===== config.mk =====
export PLATFORM = sky130hd
export DESIGN_NAME = spi_master_slave_port
export DESIGN_NICKNAME = d
export VERILOG_FILES = /design/src/hdl/spi_port_pkg.sv /design/src/hdl/spi_master_slave_port.sv /design/src/hdl/byte_fifo.sv
export SDC_FILE = /design/constraint.sdc
export NUM_CORES = 1
export LEC_CHECK = 0
export BUFFER_PORTS_ARGS = -buffer_cell sky130_fd_sc_hd__buf_2
export CAP_MARGIN = 20
export CORE_UTILIZATION = 57
export CTS_BUF_LIST = sky130_fd_sc_hd__clkbuf_8
export CTS_CLUSTER_DIAMETER = 30
export DETAILED_ROUTE_END_ITERATION = 12
export PLACE_DENSITY = 0.76
export SYNTH_ARGS = -nofsm -noshare
export SYNTH_HDL_FRONTEND = slang
export SYNTH_SLANG_ARGS = --single-unit
export TNS_END_PERCENT = 20

===== constraint.sdc =====
create_clock -name core_clk_i -period 9.9 [get_ports core_clk_i]
set_input_delay 1.98 -clock core_clk_i [delete_from_list [all_inputs] [get_ports core_clk_i]]
set_output_delay 1.98 -clock core_clk_i [all_outputs]
set_load 0.05 [all_outputs]

===== src/hdl/spi_port_pkg.sv =====
// shared types and constants for the serial port block
package spi_port_pkg;

    // ------------------------------------------------------------
    // register layouts
    // ------------------------------------------------------------
    typedef struct packed {
        logic rate_sel_bit2;
        logic port_enable_bit;
        logic select_disable_bit;
        logic master_select_bit;
        logic clk_polarity;
        logic clk_phase;
        logic rate_sel_bit1;
        logic rate_sel_bit0;
    } port_control_t;

    typedef struct packed {
        logic       transfer_done_flag;
        logic       write_collision_flag;
        logic       select_error_flag;
        logic       mode_fault_flag;
        logic [3:0] reserved;
    } port_status_t;

    // serial pin group: input, output and enable per line
    typedef struct packed {
        logic sck;
        logic mosi;
        logic miso;
    } pin_bits_t;

    // master engine states
    typedef enum logic [1:0] {
        M_IDLE,
        M_WAIT,
        M_SHIFT
    } master_state_t;

    // ------------------------------------------------------------
    // constants
    // ------------------------------------------------------------
    localparam logic [7:0] CTRL_RESET    = 8'h14;
    localparam int         BYTE_W        = 8;
    localparam int         FIFO_DEPTH    = 16;
    localparam int         DIV_W         = 7;
    localparam logic [2:0] RATE_NONE     = 3'h7;
    localparam logic [2:0] BIT_LAST      = 3'h7;
    localparam logic [3:0] EDGE_LAST     = 4'hf;
    localparam logic [6:0] DIV_ONE       = 7'h01;
    localparam int         CORE_CLK_HZ   = 20000000;

endpackage : spi_port_pkg


===== src/hdl/spi_master_slave_port.sv =====
// serial peripheral port, master or slave, with receive stream fifo
//
// Notes on behaviour
// - shift out and shift in together, both timed by one serial clock
// - unselected slave keeps its lines released and ignores bus activity
// - leading-edge sampling: msb ready before first edge, select fall starts
// - trailing-edge sampling: first clock edge drives data and starts transfer
// - master with select enabled sets mode fault when select is low
// - mode fault clears port enable and master select
// - select disabled gives no mode fault request; select is then free
// - mode fault cleared by status read with flag then control write
// - data write during a transfer sets write collision
// - write collision raises no request and leaves the transfer intact
// - write collision cleared by status access then data access
// - while done flag is set, buffer keeps first byte; later ones dropped
// - overrun is never detected or flagged
// - slave sets select error when select rises mid-byte
// - select error has no request; cleared only by writing enable 0
// - finished byte sets done flag, which drives transmit request
// - mode fault drives error request only while select is enabled
// - bytes go msb first on both data lines
// - master clock is core clock over 2 to 128; all-ones code unused
// - serial clock idles at the polarity setting
// - phase clear samples leaving idle; phase set samples returning
`timescale 1ns/1ns
`default_nettype none

module spi_master_slave_port
    import spi_port_pkg::*;
(
    // clock and reset
    input  wire logic                          core_clk_i,
    input  wire logic                          rst_i,
    // processor side: control register
    input  wire logic                          ctrl_wr_i,
    input  wire spi_port_pkg::port_control_t   ctrl_wdata_i,
    output spi_port_pkg::port_control_t        ctrl_o,
    // processor side: status register
    input  wire logic                          status_rd_i,
    output spi_port_pkg::port_status_t         status_o,
    // processor side: data register
    input  wire logic                          data_wr_i,
    input  wire logic                          data_rd_i,
    input  wire logic [7:0]                    data_wdata_i,
    output logic [7:0]                         data_o,
    // interrupt requests
    output logic                               tx_irq_o,
    output logic                               err_irq_o,
    // received byte stream
    output logic                               rx_valid_o,
    input  wire logic                          rx_ready_i,
    output logic [7:0]                         rx_data_o,
    // serial pins
    input  wire spi_port_pkg::pin_bits_t       pin_i,
    output spi_port_pkg::pin_bits_t            pin_o,
    output spi_port_pkg::pin_bits_t            pin_oe_o,
    input  wire logic                          ss_n_i
);

    // ------------------------------------------------------------
    // state
    // ------------------------------------------------------------
    port_control_t  ctrl_q;
    port_control_t  ctrl_d;
    port_status_t   stat_q;
    port_status_t   stat_d;
    master_state_t  mst_q;
    master_state_t  mst_d;
    pin_bits_t      pin_s1_q;
    pin_bits_t      pin_s2_q;
    logic           sck_prev_q;
    logic           ss_s1_q;
    logic           ss_s2_q;
    logic           ss_prev_q;
    logic [7:0]     sh_q;
    logic [7:0]     rbuf_q;
    logic           out_q;
    logic           sck_q;
    logic [2:0]     bits_q;
    logic [3:0]     edge_q;
    logic [DIV_W-1:0] div_q;
    logic           arm_done_q;
    logic           arm_coll_q;
    logic           arm_fault_q;
    logic           tx_irq_q;
    logic           err_irq_q;
    pin_bits_t      pin_out_q;
    pin_bits_t      pin_oe_q;

    // ------------------------------------------------------------
    // decode
    // ------------------------------------------------------------
    wire        enabled   = ctrl_q.port_enable_bit;
    wire        is_master = enabled && ctrl_q.master_select_bit;
    wire        is_slave  = enabled && !ctrl_q.master_select_bit;
    wire        cpol      = ctrl_q.clk_polarity;
    wire        cpha      = ctrl_q.clk_phase;
    wire [2:0]  rate      = {ctrl_q.rate_sel_bit2, ctrl_q.rate_sel_bit1,
                             ctrl_q.rate_sel_bit0};
    wire        data_acc  = data_wr_i || data_rd_i;
    wire        ss_low    = !ss_s2_q;
    wire        ss_rise   = ss_s2_q && !ss_prev_q;
    wire        ss_fall   = !ss_s2_q && ss_prev_q;

    // phase set with select disabled keeps the slave selected
    wire        slv_sel   = ss_low ||
                            (ctrl_q.select_disable_bit && cpha);
    wire        slv_on    = is_slave && slv_sel;

    // half period of 2**rate core cycles, no clock for code 7
    wire [DIV_W-1:0] half = (DIV_ONE << rate) - DIV_ONE;
    wire        tick      = (mst_q == M_SHIFT) && (rate != RATE_NONE) &&
                            (div_q == half);

    // slave edge detect relative to the idle level
    wire        s_lead    = (sck_prev_q == cpol) &&
                            (pin_s2_q.sck != cpol);
    wire        s_trail   = (sck_prev_q != cpol) &&
                            (pin_s2_q.sck == cpol);
    wire        m_lead    = tick && !edge_q[0];
    wire        m_trail   = tick && edge_q[0];
    wire        lead_ev   = is_master ? m_lead : (slv_on && s_lead);
    wire        trail_ev  = is_master ? m_trail : (slv_on && s_trail);

    // phase picks the sampling edge, the other edge drives
    wire        samp_ev   = cpha ? trail_ev : lead_ev;
    wire        drive_ev  = cpha ? lead_ev : trail_ev;
    wire        in_bit    = is_master ? pin_s2_q.miso : pin_s2_q.mosi;

    wire        m_done    = m_trail && (edge_q == EDGE_LAST);
    wire        s_done    = slv_on && samp_ev && (bits_q == BIT_LAST);
    wire        done_ev   = m_done || s_done;
    wire [7:0]  rx_byte   = {sh_q[6:0], in_bit};
    // master with phase clear ends on a drive edge: the byte already sits in sh_q
    wire [7:0]  done_byte = samp_ev ? rx_byte : sh_q;

    // transfer in progress for collision purposes
    wire        busy      = is_master ? (mst_q != M_IDLE)
                                      : (bits_q != 3'h0);

    wire        collide   = data_wr_i && enabled && busy;
    wire        load      = data_wr_i && !collide;

    // master with select enabled faults on a low select
    wire        fault_ev  = is_master && !ctrl_q.select_disable_bit &&
                            ss_low;

    // select rises while a slave byte is partly received
    wire        sel_err   = is_slave && ss_rise && (bits_q != 3'h0);

    wire        fifo_ready;
    wire        fifo_push = done_ev && fifo_ready;

    // ------------------------------------------------------------
    // pin synchronisers
    // ------------------------------------------------------------
    always_ff @(posedge core_clk_i) begin
        if (rst_i) begin
            pin_s1_q   <= '0;
            pin_s2_q   <= '0;
            sck_prev_q <= 1'b0;
            ss_s1_q    <= 1'b1;
            ss_s2_q    <= 1'b1;
            ss_prev_q  <= 1'b1;
        end else begin
            pin_s1_q   <= pin_i;
            pin_s2_q   <= pin_s1_q;
            sck_prev_q <= pin_s2_q.sck;
            ss_s1_q    <= ss_n_i;
            ss_s2_q    <= ss_s1_q;
            ss_prev_q  <= ss_s2_q;
        end
    end

    // ------------------------------------------------------------
    // control register
    // ------------------------------------------------------------
    always_comb begin
        ctrl_d = ctrl_q;
        if (ctrl_wr_i) begin
            ctrl_d = ctrl_wdata_i;
        end
        // fault drops enable and master select
        if (fault_ev) begin
            ctrl_d.port_enable_bit   = 1'b0;
            ctrl_d.master_select_bit = 1'b0;
        end
    end

    always_ff @(posedge core_clk_i) begin
        if (rst_i) begin
            ctrl_q <= port_control_t'(CTRL_RESET);
        end else begin
            ctrl_q <= ctrl_d;
        end
    end

    // ------------------------------------------------------------
    // status flags and clearing sequences
    // ------------------------------------------------------------
    always_comb begin
        stat_d = stat_q;
        // status read with flag set, then data access
        if (arm_done_q && data_acc) begin
            stat_d.transfer_done_flag = 1'b0;
        end
        if (arm_coll_q && data_acc) begin
            stat_d.write_collision_flag = 1'b0;
        end
        // status read with flag set, then control write
        if (arm_fault_q && ctrl_wr_i) begin
            stat_d.mode_fault_flag = 1'b0;
        end
        // only a write of enable 0 clears select error
        if (ctrl_wr_i && !ctrl_wdata_i.port_enable_bit) begin
            stat_d.select_error_flag = 1'b0;
        end
        // setting wins over clearing below this line
        // done flag on each finished byte
        if (done_ev) begin
            stat_d.transfer_done_flag = 1'b1;
        end
        // collision flag only, transfer left alone
        if (collide) begin
            stat_d.write_collision_flag = 1'b1;
        end
        if (fault_ev) begin
            stat_d.mode_fault_flag = 1'b1;
        end
        if (sel_err) begin
            stat_d.select_error_flag = 1'b1;
        end
        stat_d.reserved = 4'h0;
    end

    always_ff @(posedge core_clk_i) begin
        if (rst_i) begin
            stat_q      <= '0;
            arm_done_q  <= 1'b0;
            arm_coll_q  <= 1'b0;
            arm_fault_q <= 1'b0;
        end else begin
            stat_q      <= stat_d;
            arm_done_q  <= status_rd_i ? stat_q.transfer_done_flag
                         : (arm_done_q && !data_acc);
            arm_coll_q  <= status_rd_i ? stat_q.write_collision_flag
                         : (arm_coll_q && !data_acc);
            arm_fault_q <= status_rd_i ? stat_q.mode_fault_flag
                         : (arm_fault_q && !ctrl_wr_i);
        end
    end

    // ------------------------------------------------------------
    // receive buffer
    // ------------------------------------------------------------
    // keep the first byte while the done flag stands
    // later bytes simply vanish, nothing is flagged
    always_ff @(posedge core_clk_i) begin
        if (rst_i) begin
            rbuf_q <= 8'h00;
        end else if (done_ev && !stat_q.transfer_done_flag) begin
            rbuf_q <= done_byte;
        end
    end

    // ------------------------------------------------------------
    // master sequencer and rate divider
    // ------------------------------------------------------------
    always_comb begin
        mst_d = mst_q;
        unique case (mst_q)
            M_IDLE: begin
                if (is_master && load) begin
                    mst_d = M_WAIT;
                end
            end
            // stall while the stream fifo has no room for the reply
            M_WAIT: begin
                if (fifo_ready) begin
                    mst_d = M_SHIFT;
                end
            end
            M_SHIFT: begin
                if (m_done) begin
                    mst_d = M_IDLE;
                end
            end
        endcase
        if (!is_master) begin
            mst_d = M_IDLE;
        end
    end

    always_ff @(posedge core_clk_i) begin
        if (rst_i) begin
            mst_q  <= M_IDLE;
            div_q  <= '0;
            edge_q <= 4'h0;
            sck_q  <= 1'b0;
        end else begin
            mst_q <= mst_d;
            if (mst_q != M_SHIFT || tick) begin
                div_q <= '0;
            end else begin
                div_q <= div_q + DIV_ONE;
            end
            if (mst_q != M_SHIFT) begin
                edge_q <= 4'h0;
            end else if (tick) begin
                edge_q <= edge_q + 4'h1;
            end
            // clock rests at polarity, toggles on each tick
            if (mst_q != M_SHIFT) begin
                sck_q <= cpol;
            end else if (tick) begin
                sck_q <= !sck_q;
            end
        end
    end

    // ------------------------------------------------------------
    // shared shift engine
    // ------------------------------------------------------------
    always_ff @(posedge core_clk_i) begin
        if (rst_i || !enabled) begin
            sh_q   <= 8'h00;
            out_q  <= 1'b0;
            bits_q <= 3'h0;
        end else begin
            if (load) begin
                sh_q  <= data_wdata_i;
                // msb ready before the first edge
                out_q <= data_wdata_i[7];
            end else if (samp_ev) begin
                // capture in msb first as the out bit moves
                sh_q <= rx_byte;
            end
            // drive edge presents the next bit, first one included with phase set
            if (drive_ev && !load) begin
                out_q <= sh_q[7];
            end
            // select fall with phase clear restarts the slave bit count
            if (is_slave && ss_fall && !cpha) begin
                bits_q <= 3'h0;
                out_q  <= sh_q[7];
            end else if (is_slave && ss_rise) begin
                bits_q <= 3'h0;
            end else if (slv_on && samp_ev) begin
                bits_q <= bits_q + 3'h1;
            end
        end
    end

    // ------------------------------------------------------------
    // pins and requests
    // ------------------------------------------------------------
    always_ff @(posedge core_clk_i) begin
        if (rst_i) begin
            pin_out_q <= '0;
            pin_oe_q  <= '0;
            tx_irq_q  <= 1'b0;
            err_irq_q <= 1'b0;
        end else begin
            pin_out_q.sck  <= is_master ? sck_q : cpol;
            pin_out_q.mosi <= out_q;
            pin_out_q.miso <= out_q;
            pin_oe_q.sck   <= is_master;
            pin_oe_q.mosi  <= is_master;
            // miso released unless this slave is selected
            pin_oe_q.miso  <= slv_on;
            // done flag drives the transmit request
            tx_irq_q  <= stat_d.transfer_done_flag;
            // fault request only with select enabled
            err_irq_q <= stat_d.mode_fault_flag &&
                         !ctrl_d.select_disable_bit;
        end
    end

    // ------------------------------------------------------------
    // receive stream fifo
    // ------------------------------------------------------------
    // slave bytes arriving with the fifo full are lost to the stream
    byte_fifo #(
        .WIDTH (BYTE_W),
        .DEPTH (FIFO_DEPTH)
    ) u_rx_fifo (
        .core_clk_i  (core_clk_i),
        .rst_i       (rst_i),
        .in_valid_i  (fifo_push),
        .in_ready_o  (fifo_ready),
        .in_data_i   (done_byte),
        .out_valid_o (rx_valid_o),
        .out_ready_i (rx_ready_i),
        .out_data_o  (rx_data_o)
    );

    assign ctrl_o   = ctrl_q;
    assign status_o = stat_q;
    assign data_o   = rbuf_q;
    assign tx_irq_o = tx_irq_q;
    assign err_irq_o = err_irq_q;
    assign pin_o    = pin_out_q;
    assign pin_oe_o = pin_oe_q;

endmodule : spi_master_slave_port

`default_nettype wire


===== src/hdl/byte_fifo.sv =====
// synchronous fifo with valid/ready on both sides
`timescale 1ns/1ns
`default_nettype none

module byte_fifo #(
    parameter int WIDTH = 8,
    parameter int DEPTH = 16
) (
    // clock and reset
    input  wire logic             core_clk_i,
    input  wire logic             rst_i,
    // fill side
    input  wire logic             in_valid_i,
    output logic                  in_ready_o,
    input  wire logic [WIDTH-1:0] in_data_i,
    // drain side
    output logic                  out_valid_o,
    input  wire logic             out_ready_i,
    output logic [WIDTH-1:0]      out_data_o
);

    localparam int AW = $clog2(DEPTH);

    logic [WIDTH-1:0] mem [DEPTH];
    logic [AW:0]      wr_q;
    logic [AW:0]      rd_q;
    logic             push;
    logic             pop;

    // extra pointer bit tells full from empty
    assign in_ready_o  = !((wr_q[AW] != rd_q[AW]) &&
                           (wr_q[AW-1:0] == rd_q[AW-1:0]));
    assign out_valid_o = (wr_q != rd_q);
    assign out_data_o  = mem[rd_q[AW-1:0]];
    assign push        = in_valid_i && in_ready_o;
    assign pop         = out_valid_o && out_ready_i;

    always_ff @(posedge core_clk_i) begin
        if (push) begin
            mem[wr_q[AW-1:0]] <= in_data_i;
        end
    end

    always_ff @(posedge core_clk_i) begin
        if (rst_i) begin
            wr_q <= '0;
            rd_q <= '0;
        end else begin
            if (push) begin
                wr_q <= wr_q + 1'b1;
            end
            if (pop) begin
                rd_q <= rd_q + 1'b1;
            end
        end
    end

endmodule : byte_fifo

`default_nettype wire


Yosys cells after proc, flatten, opt, wreduce, memory -nomap -nowiden --
Memories as Yosys holds them, arrays and structs flattened. A register that Yosys moved wholly into a read port is not among the register bits. Cells that the tools add are included.
Operators by class: add/subtract/negate cells 6, eq/ne operators 17, bitwise gates (word level) 1, shift-type cells 1, multiplexer cells 35, reductions and logical operators 76
Operators by type and width (number):
- $logic_and A1 B1 Y1 | 41
- $mux W1 | 26
- $logic_not A1 Y1 | 16
- $mux W8 | 2
- $add A5 B1 Y5 const B | 2
- $reduce_bool A2 Y1 | 5
- $mux W4 | 2
- $ne A2 B2 Y1 const B | 4
- $reduce_or A2 Y1 | 4
- $add A7 B1 Y7 const B | 1
- $eq A7 B7 Y1 | 1
- $shl A1 B3 Y7 const A | 1
- $sub A7 B1 Y7 const B | 1
- $mux W2 | 3
- $mux W6 | 1
- $pmux W2 S3 | 1
- $reduce_bool A3 Y1 | 2
- $logic_or A1 B1 Y1 | 5
- $ne A5 B5 Y1 | 1
- $add A4 B1 Y4 const B | 1
- $eq A4 B4 Y1 | 1
- $eq A4 B4 Y1 const B | 1
- $add A3 B1 Y3 const B | 1
- $eq A3 B3 Y1 const B | 1
- 9 further kinds | 12
Word-level totals: output and inout port bits 41, logic and storage cells 178, memory bits (writable) 128, input bits 27, memories kept 1, bits in registers 78
Memory list:
- u_rx_fifo.mem | depth 16, bits a word 8, read ports 1, clocked after memory_dff 1, wr ports 1, line byte_fifo.sv:24 | logic [WIDTH-1:0] mem [DEPTH];

Logic depth before layout (Yosys ltp) --
word-level depth 14, depth in mapped cells 13, mapped depth without buffers 11

Hierarchy --
A second synthesis with hierarchy kept.
Unflattened totals: cell total of the unflattened synthesis 641, area total of the unflattened synthesis 8922.3 µm²
By module, submodules not included:
- byte_fifo | seq. area each 4124.0 µm², area each 5799.3 µm², cells an instance 284, instances 1
- spi_master_slave_port | seq. area each 1281.2 µm², area each 3123.0 µm², cells an instance 357, instances 1

Worst setup path before layout --
No wires, ideal clock.
path type reg-to-output, start register with a tool-made name, end output rx_data_o[0], stages on the path, launching flop included 5, setup slack 5681 ps, buffers on the path 2, data arrival time 2239 ps, data required time 7920 ps, cells stage by stage dfxtp_1 > clkbuf_1 > buf_1 > mux4_2 > mux4_2
RTL lines:
- end, declared | line spi_master_slave_port.sv:52 | output logic [7:0] rx_data_o,

==> summary.md <==
| Metric | Value |
|---|---|
| Outcome | `complete, but fails checks` |
| Failing checks | `DRC` |
| Clk sinks | `206` |
| Post-route minimum period | `4.70 ns` |
| Clock root cell | `clkbuf_8` |
| Via count | `5144` |
| NumNets Final | `727` |
| Pre-antenna DRT Iters | `8` |
| Dpl hpwl | `11.5 mm` |
| Wirelength per Cell | `19.5 um` |
| Post-CTS Setup Repair Bufs | `0` |
| Worst Clk Skew | `0.0285 ns` |
| Static Leak | `3.43 nW` |
| Critical path required time | `7.92 ns` |
| Switching share of total power | `21.6%` |
| DRC | `2` |
| Endpoint class of the critical path | `primary output` |
| CTS max path bufs | `3` |
| Final Max Tran Viols | `0` |
| Area of the multi-input gates | `2970 um^2` |
| Routed wire length | `17.6 mm` |
| Routed Antenna Nets | `0` |
| Asr flop ratio synth | `0%` |
| Initial antenna violation count | `0` |
| Core Region | `14700 um^2` |
| Clock Latency Late Sink | `0.53 ns` |
| Worst Setup Start Kind | `register` |
| FF/Latch Area | `5410 um^2` |
| Clock share of power | `49.4%` |
| Starting Density | `59.0%` |
| Gr ovfl total | `0` |
| Main synth FF type | `edfxtp_1` |
| Switching Power | `0.000416 W` |
| Setup Crit Path Kind | `register to primary output` |
| Design Power | `0.00193 W` |
| IO Pins | `68` |
| Max cap viols | `0` |
| Synth top area cells | `edfxtp_1 44%, dfxtp_1 18%, mux4_2 10%` |
| Peak supply drop | `0.000141 V` |
| Cell taking the most area after synthesis | `edfxtp_1` |
| Die Area | `15700 um^2` |
| Fill cells | `982` |
| # diodes | `0` |
| Layout cells sized above 1 | `30.1%` |
| Area growth syn-to-layout | `15.3%` |
| Post-synth top area share | `44.4%` |
| Largest net degree at the start of global routing | `52` |
| Setup violators final | `0` |
| Clk slew on worst S/H paths | `0.06 ns` |
| Worst Hold Class | `register to register` |
| Max Fclk | `213 MHz` |
| Global-route wire length before repair | `27.8 mm` |
| Final Hold Vio Count | `0` |
| Reg2Reg Launch Point | `ctrl_o[0]$_SDFFE_PP0P_` |
| Post-Syn Area | `8670 um^2` |
| Rel. slew slack | `23.4%` |
| EDFF count, synth | `128` |
| Setup TNS | `0 ns` |
| Vias in the first global route | `5326` |
| Synthesized area per cell | `14.3 um^2` |
| Number of synthesized register bits | `206` |
| CTS Buf Count | `40` |
| Synth warn | `0` |
| Most frequent cells in the layout | `128 x edfxtp_1, 77 x dfxtp_1, 63 x nor2_1, 63 x buf_2` |
| Slew of the pin with the lowest slew margin | `1.15 ns` |
| Drt initial violations | `292` |
| Share of the yosys chip area belonging to registers | `62.4%` |
| IO Port Bufs | `63` |
| Max FO, Critical Path | `19` |
| Row Count | `44` |
| Power per cell area | `193 nW/um^2` |
| Crit path DAT | `2.72 ns` |
| Most common cell after layout, fill and taps aside | `edfxtp_1` |
| Hold Crit Start | `ss_s1_q$_SDFF_PP1_` |
| Netlist cell types | `71` |
| Fin crit share | `47.5%` |
| Die width | `125 um` |
| CTS tree | `done` |
| Hold_buf cts | `0` |
| H-tree Lvls | `2` |
| Resized cells post-CTS | `0` |
| Cells after Synth | `607` |
| Total track usage | `23.6%` |
| Sequential share of power | `47.5%` |
| Pint | `0.00151 W` |
| Chip Height | `125 um` |
| Logic gate share of total power | `3.0%` |
| Drt via density | `5.71` |
| RSZ-0062 raised after global routing | `no` |
| RD Place Congestion | `0.832` |
## critical path, cell delays in order (launching register included)
cell     delay, ns
dfxtp_2       0.66
buf_12        0.26
mux4_2        0.53
mux4_2        0.51
buf_2         0.23
## cell type report
| cell class | count | area share, % |
|---|---|---|
| Sequential cell | 206 | 54.1 |
| Multi-Input combinational cell | 348 | 29.8 |
| Clock buffer | 41 | 5.65 |
| Timing Repair Buffer | 70 | 3.84 |
| Clock inverter | 33 | 3.61 |
| Tap cell | 184 | 2.30 |
| Inverter | 19 | 0.714 |
## per-stage QoR
| step | util, % | instances | setup WS (ns) | area [um^2] | hold WS, ns |
|---|---|---|---|---|---|
| after floorplan | - | 610 | 5.68 | 8680 | 0.389 |
| after global placement | 61.5 | 825 | 5.47 | 9030 | 0.397 |
| after detailed placement | 61.5 | 825 | 5.40 | 9030 | 0.404 |
| after CTS | 67.8 | 899 | 4.84 | 9960 | 0.424 |
| after global routing | 68.0 | 901 | 5.07 | 9990 | 0.436 |
| final | 68.0 | 901 | 5.20 | 9990 | 0.417 |
## power groups by stage
stage / Clock [W] / Sequential (W) / Combinational, W
2_1_floorplan: 0 / 0.000937 / 0.0000414
3_3_place_gp: 0 / 0.000933 / 0.0000565
3_5_place_dp: 0 / 0.000933 / 0.0000584
4_1_cts: 0.000964 / 0.000915 / 0.0000586
5_1_grt: 0.00101 / 0.000916 / 0.0000630
6_report: 0.000952 / 0.000916 / 0.0000586
## worst paths after layout
kind	endpoint	slack, ns	cells past startpoint
setup reg to reg	u_rx_fifo.mem[4][0]$_DFFE_PP_	5.57	11
setup / recovery	rx_data_o[3]	5.20	4
hold reg to reg	ss_s2_q$_SDFF_PP1_	0.42	1
hold / removal	ss_s2_q$_SDFF_PP1_	0.42	1
## cell usage after synthesis (2+ instances only)
| cell | n |
|---|---|
| clkbuf_1 | 14 |
| nor3b_1 | 3 |
| mux2_4 | 2 |
| a211oi_1 | 3 |
| nand3b_1 | 4 |
| buf_4 | 11 |
| inv_1 | 19 |
| nor2b_1 | 13 |
| nor4b_1 | 2 |
| o22ai_1 | 2 |
| and3_1 | 2 |
| buf_1 | 6 |
| and2_1 | 3 |
| xor2_1 | 11 |
| o211ai_1 | 2 |
| nand2b_1 | 5 |
| and2_2 | 2 |
| nor2_1 | 63 |
| nor4_1 | 2 |
| or2_2 | 5 |
| mux4_2 | 40 |
| mux2i_1 | 22 |
| edfxtp_1 | 128 |
| mux2_2 | 9 |
| a21oi_1 | 21 |
| ha_1 | 15 |
| nand2_1 | 41 |
| nand4_1 | 5 |
| nand3_1 | 7 |
| o21ai_0 | 5 |
| dfxtp_1 | 78 |
| or3b_2 | 2 |
| xnor2_1 | 12 |
| or2b_2 | 2 |
| nor3_1 | 8 |
| clkbuf_8 | 3 |
## logic make-up (layout without fill, tap and decap cells)
kind of cell	after synthesis	in the layout	synth area share (%)
other	1	4	0.0433
multiplexers	74	74	14.6
buffers and inverters	56	163	3.44
XOR/XNOR	23	23	2.32
AND/OR/NAND/NOR	180	180	10.4
AO/OA/AOI/OAI	52	52	4.66
flip-flops	206	206	62.4
adder cells (fa/ha/maj)	15	15	2.17
## metal layers
metal	track usage, %	wire length [um]	vias to the layer above
met2	39.5	8760	201
met5	0	0	-
met1	29.0	7010	2510
met4	11.3	510	0
met3	5.52	1340	35
li1	-	-	2398
## registers in the layout, summed over array words and instances (netlist names), 2 cells and up, named ones only
signal,cells
u_rx_fifo.mem,128
pin_oe_o,2
div_q,7
bits_q,3
u_rx_fifo.rd_q,5
data_o,8
sh_q,8
pin_s1_q,3
mst_q,2
ctrl_o,5
status_o,3
pin_o,2
u_rx_fifo.wr_q,5
pin_s2_q,3
edge_q,4
Power figures use the tool's default switching activity.
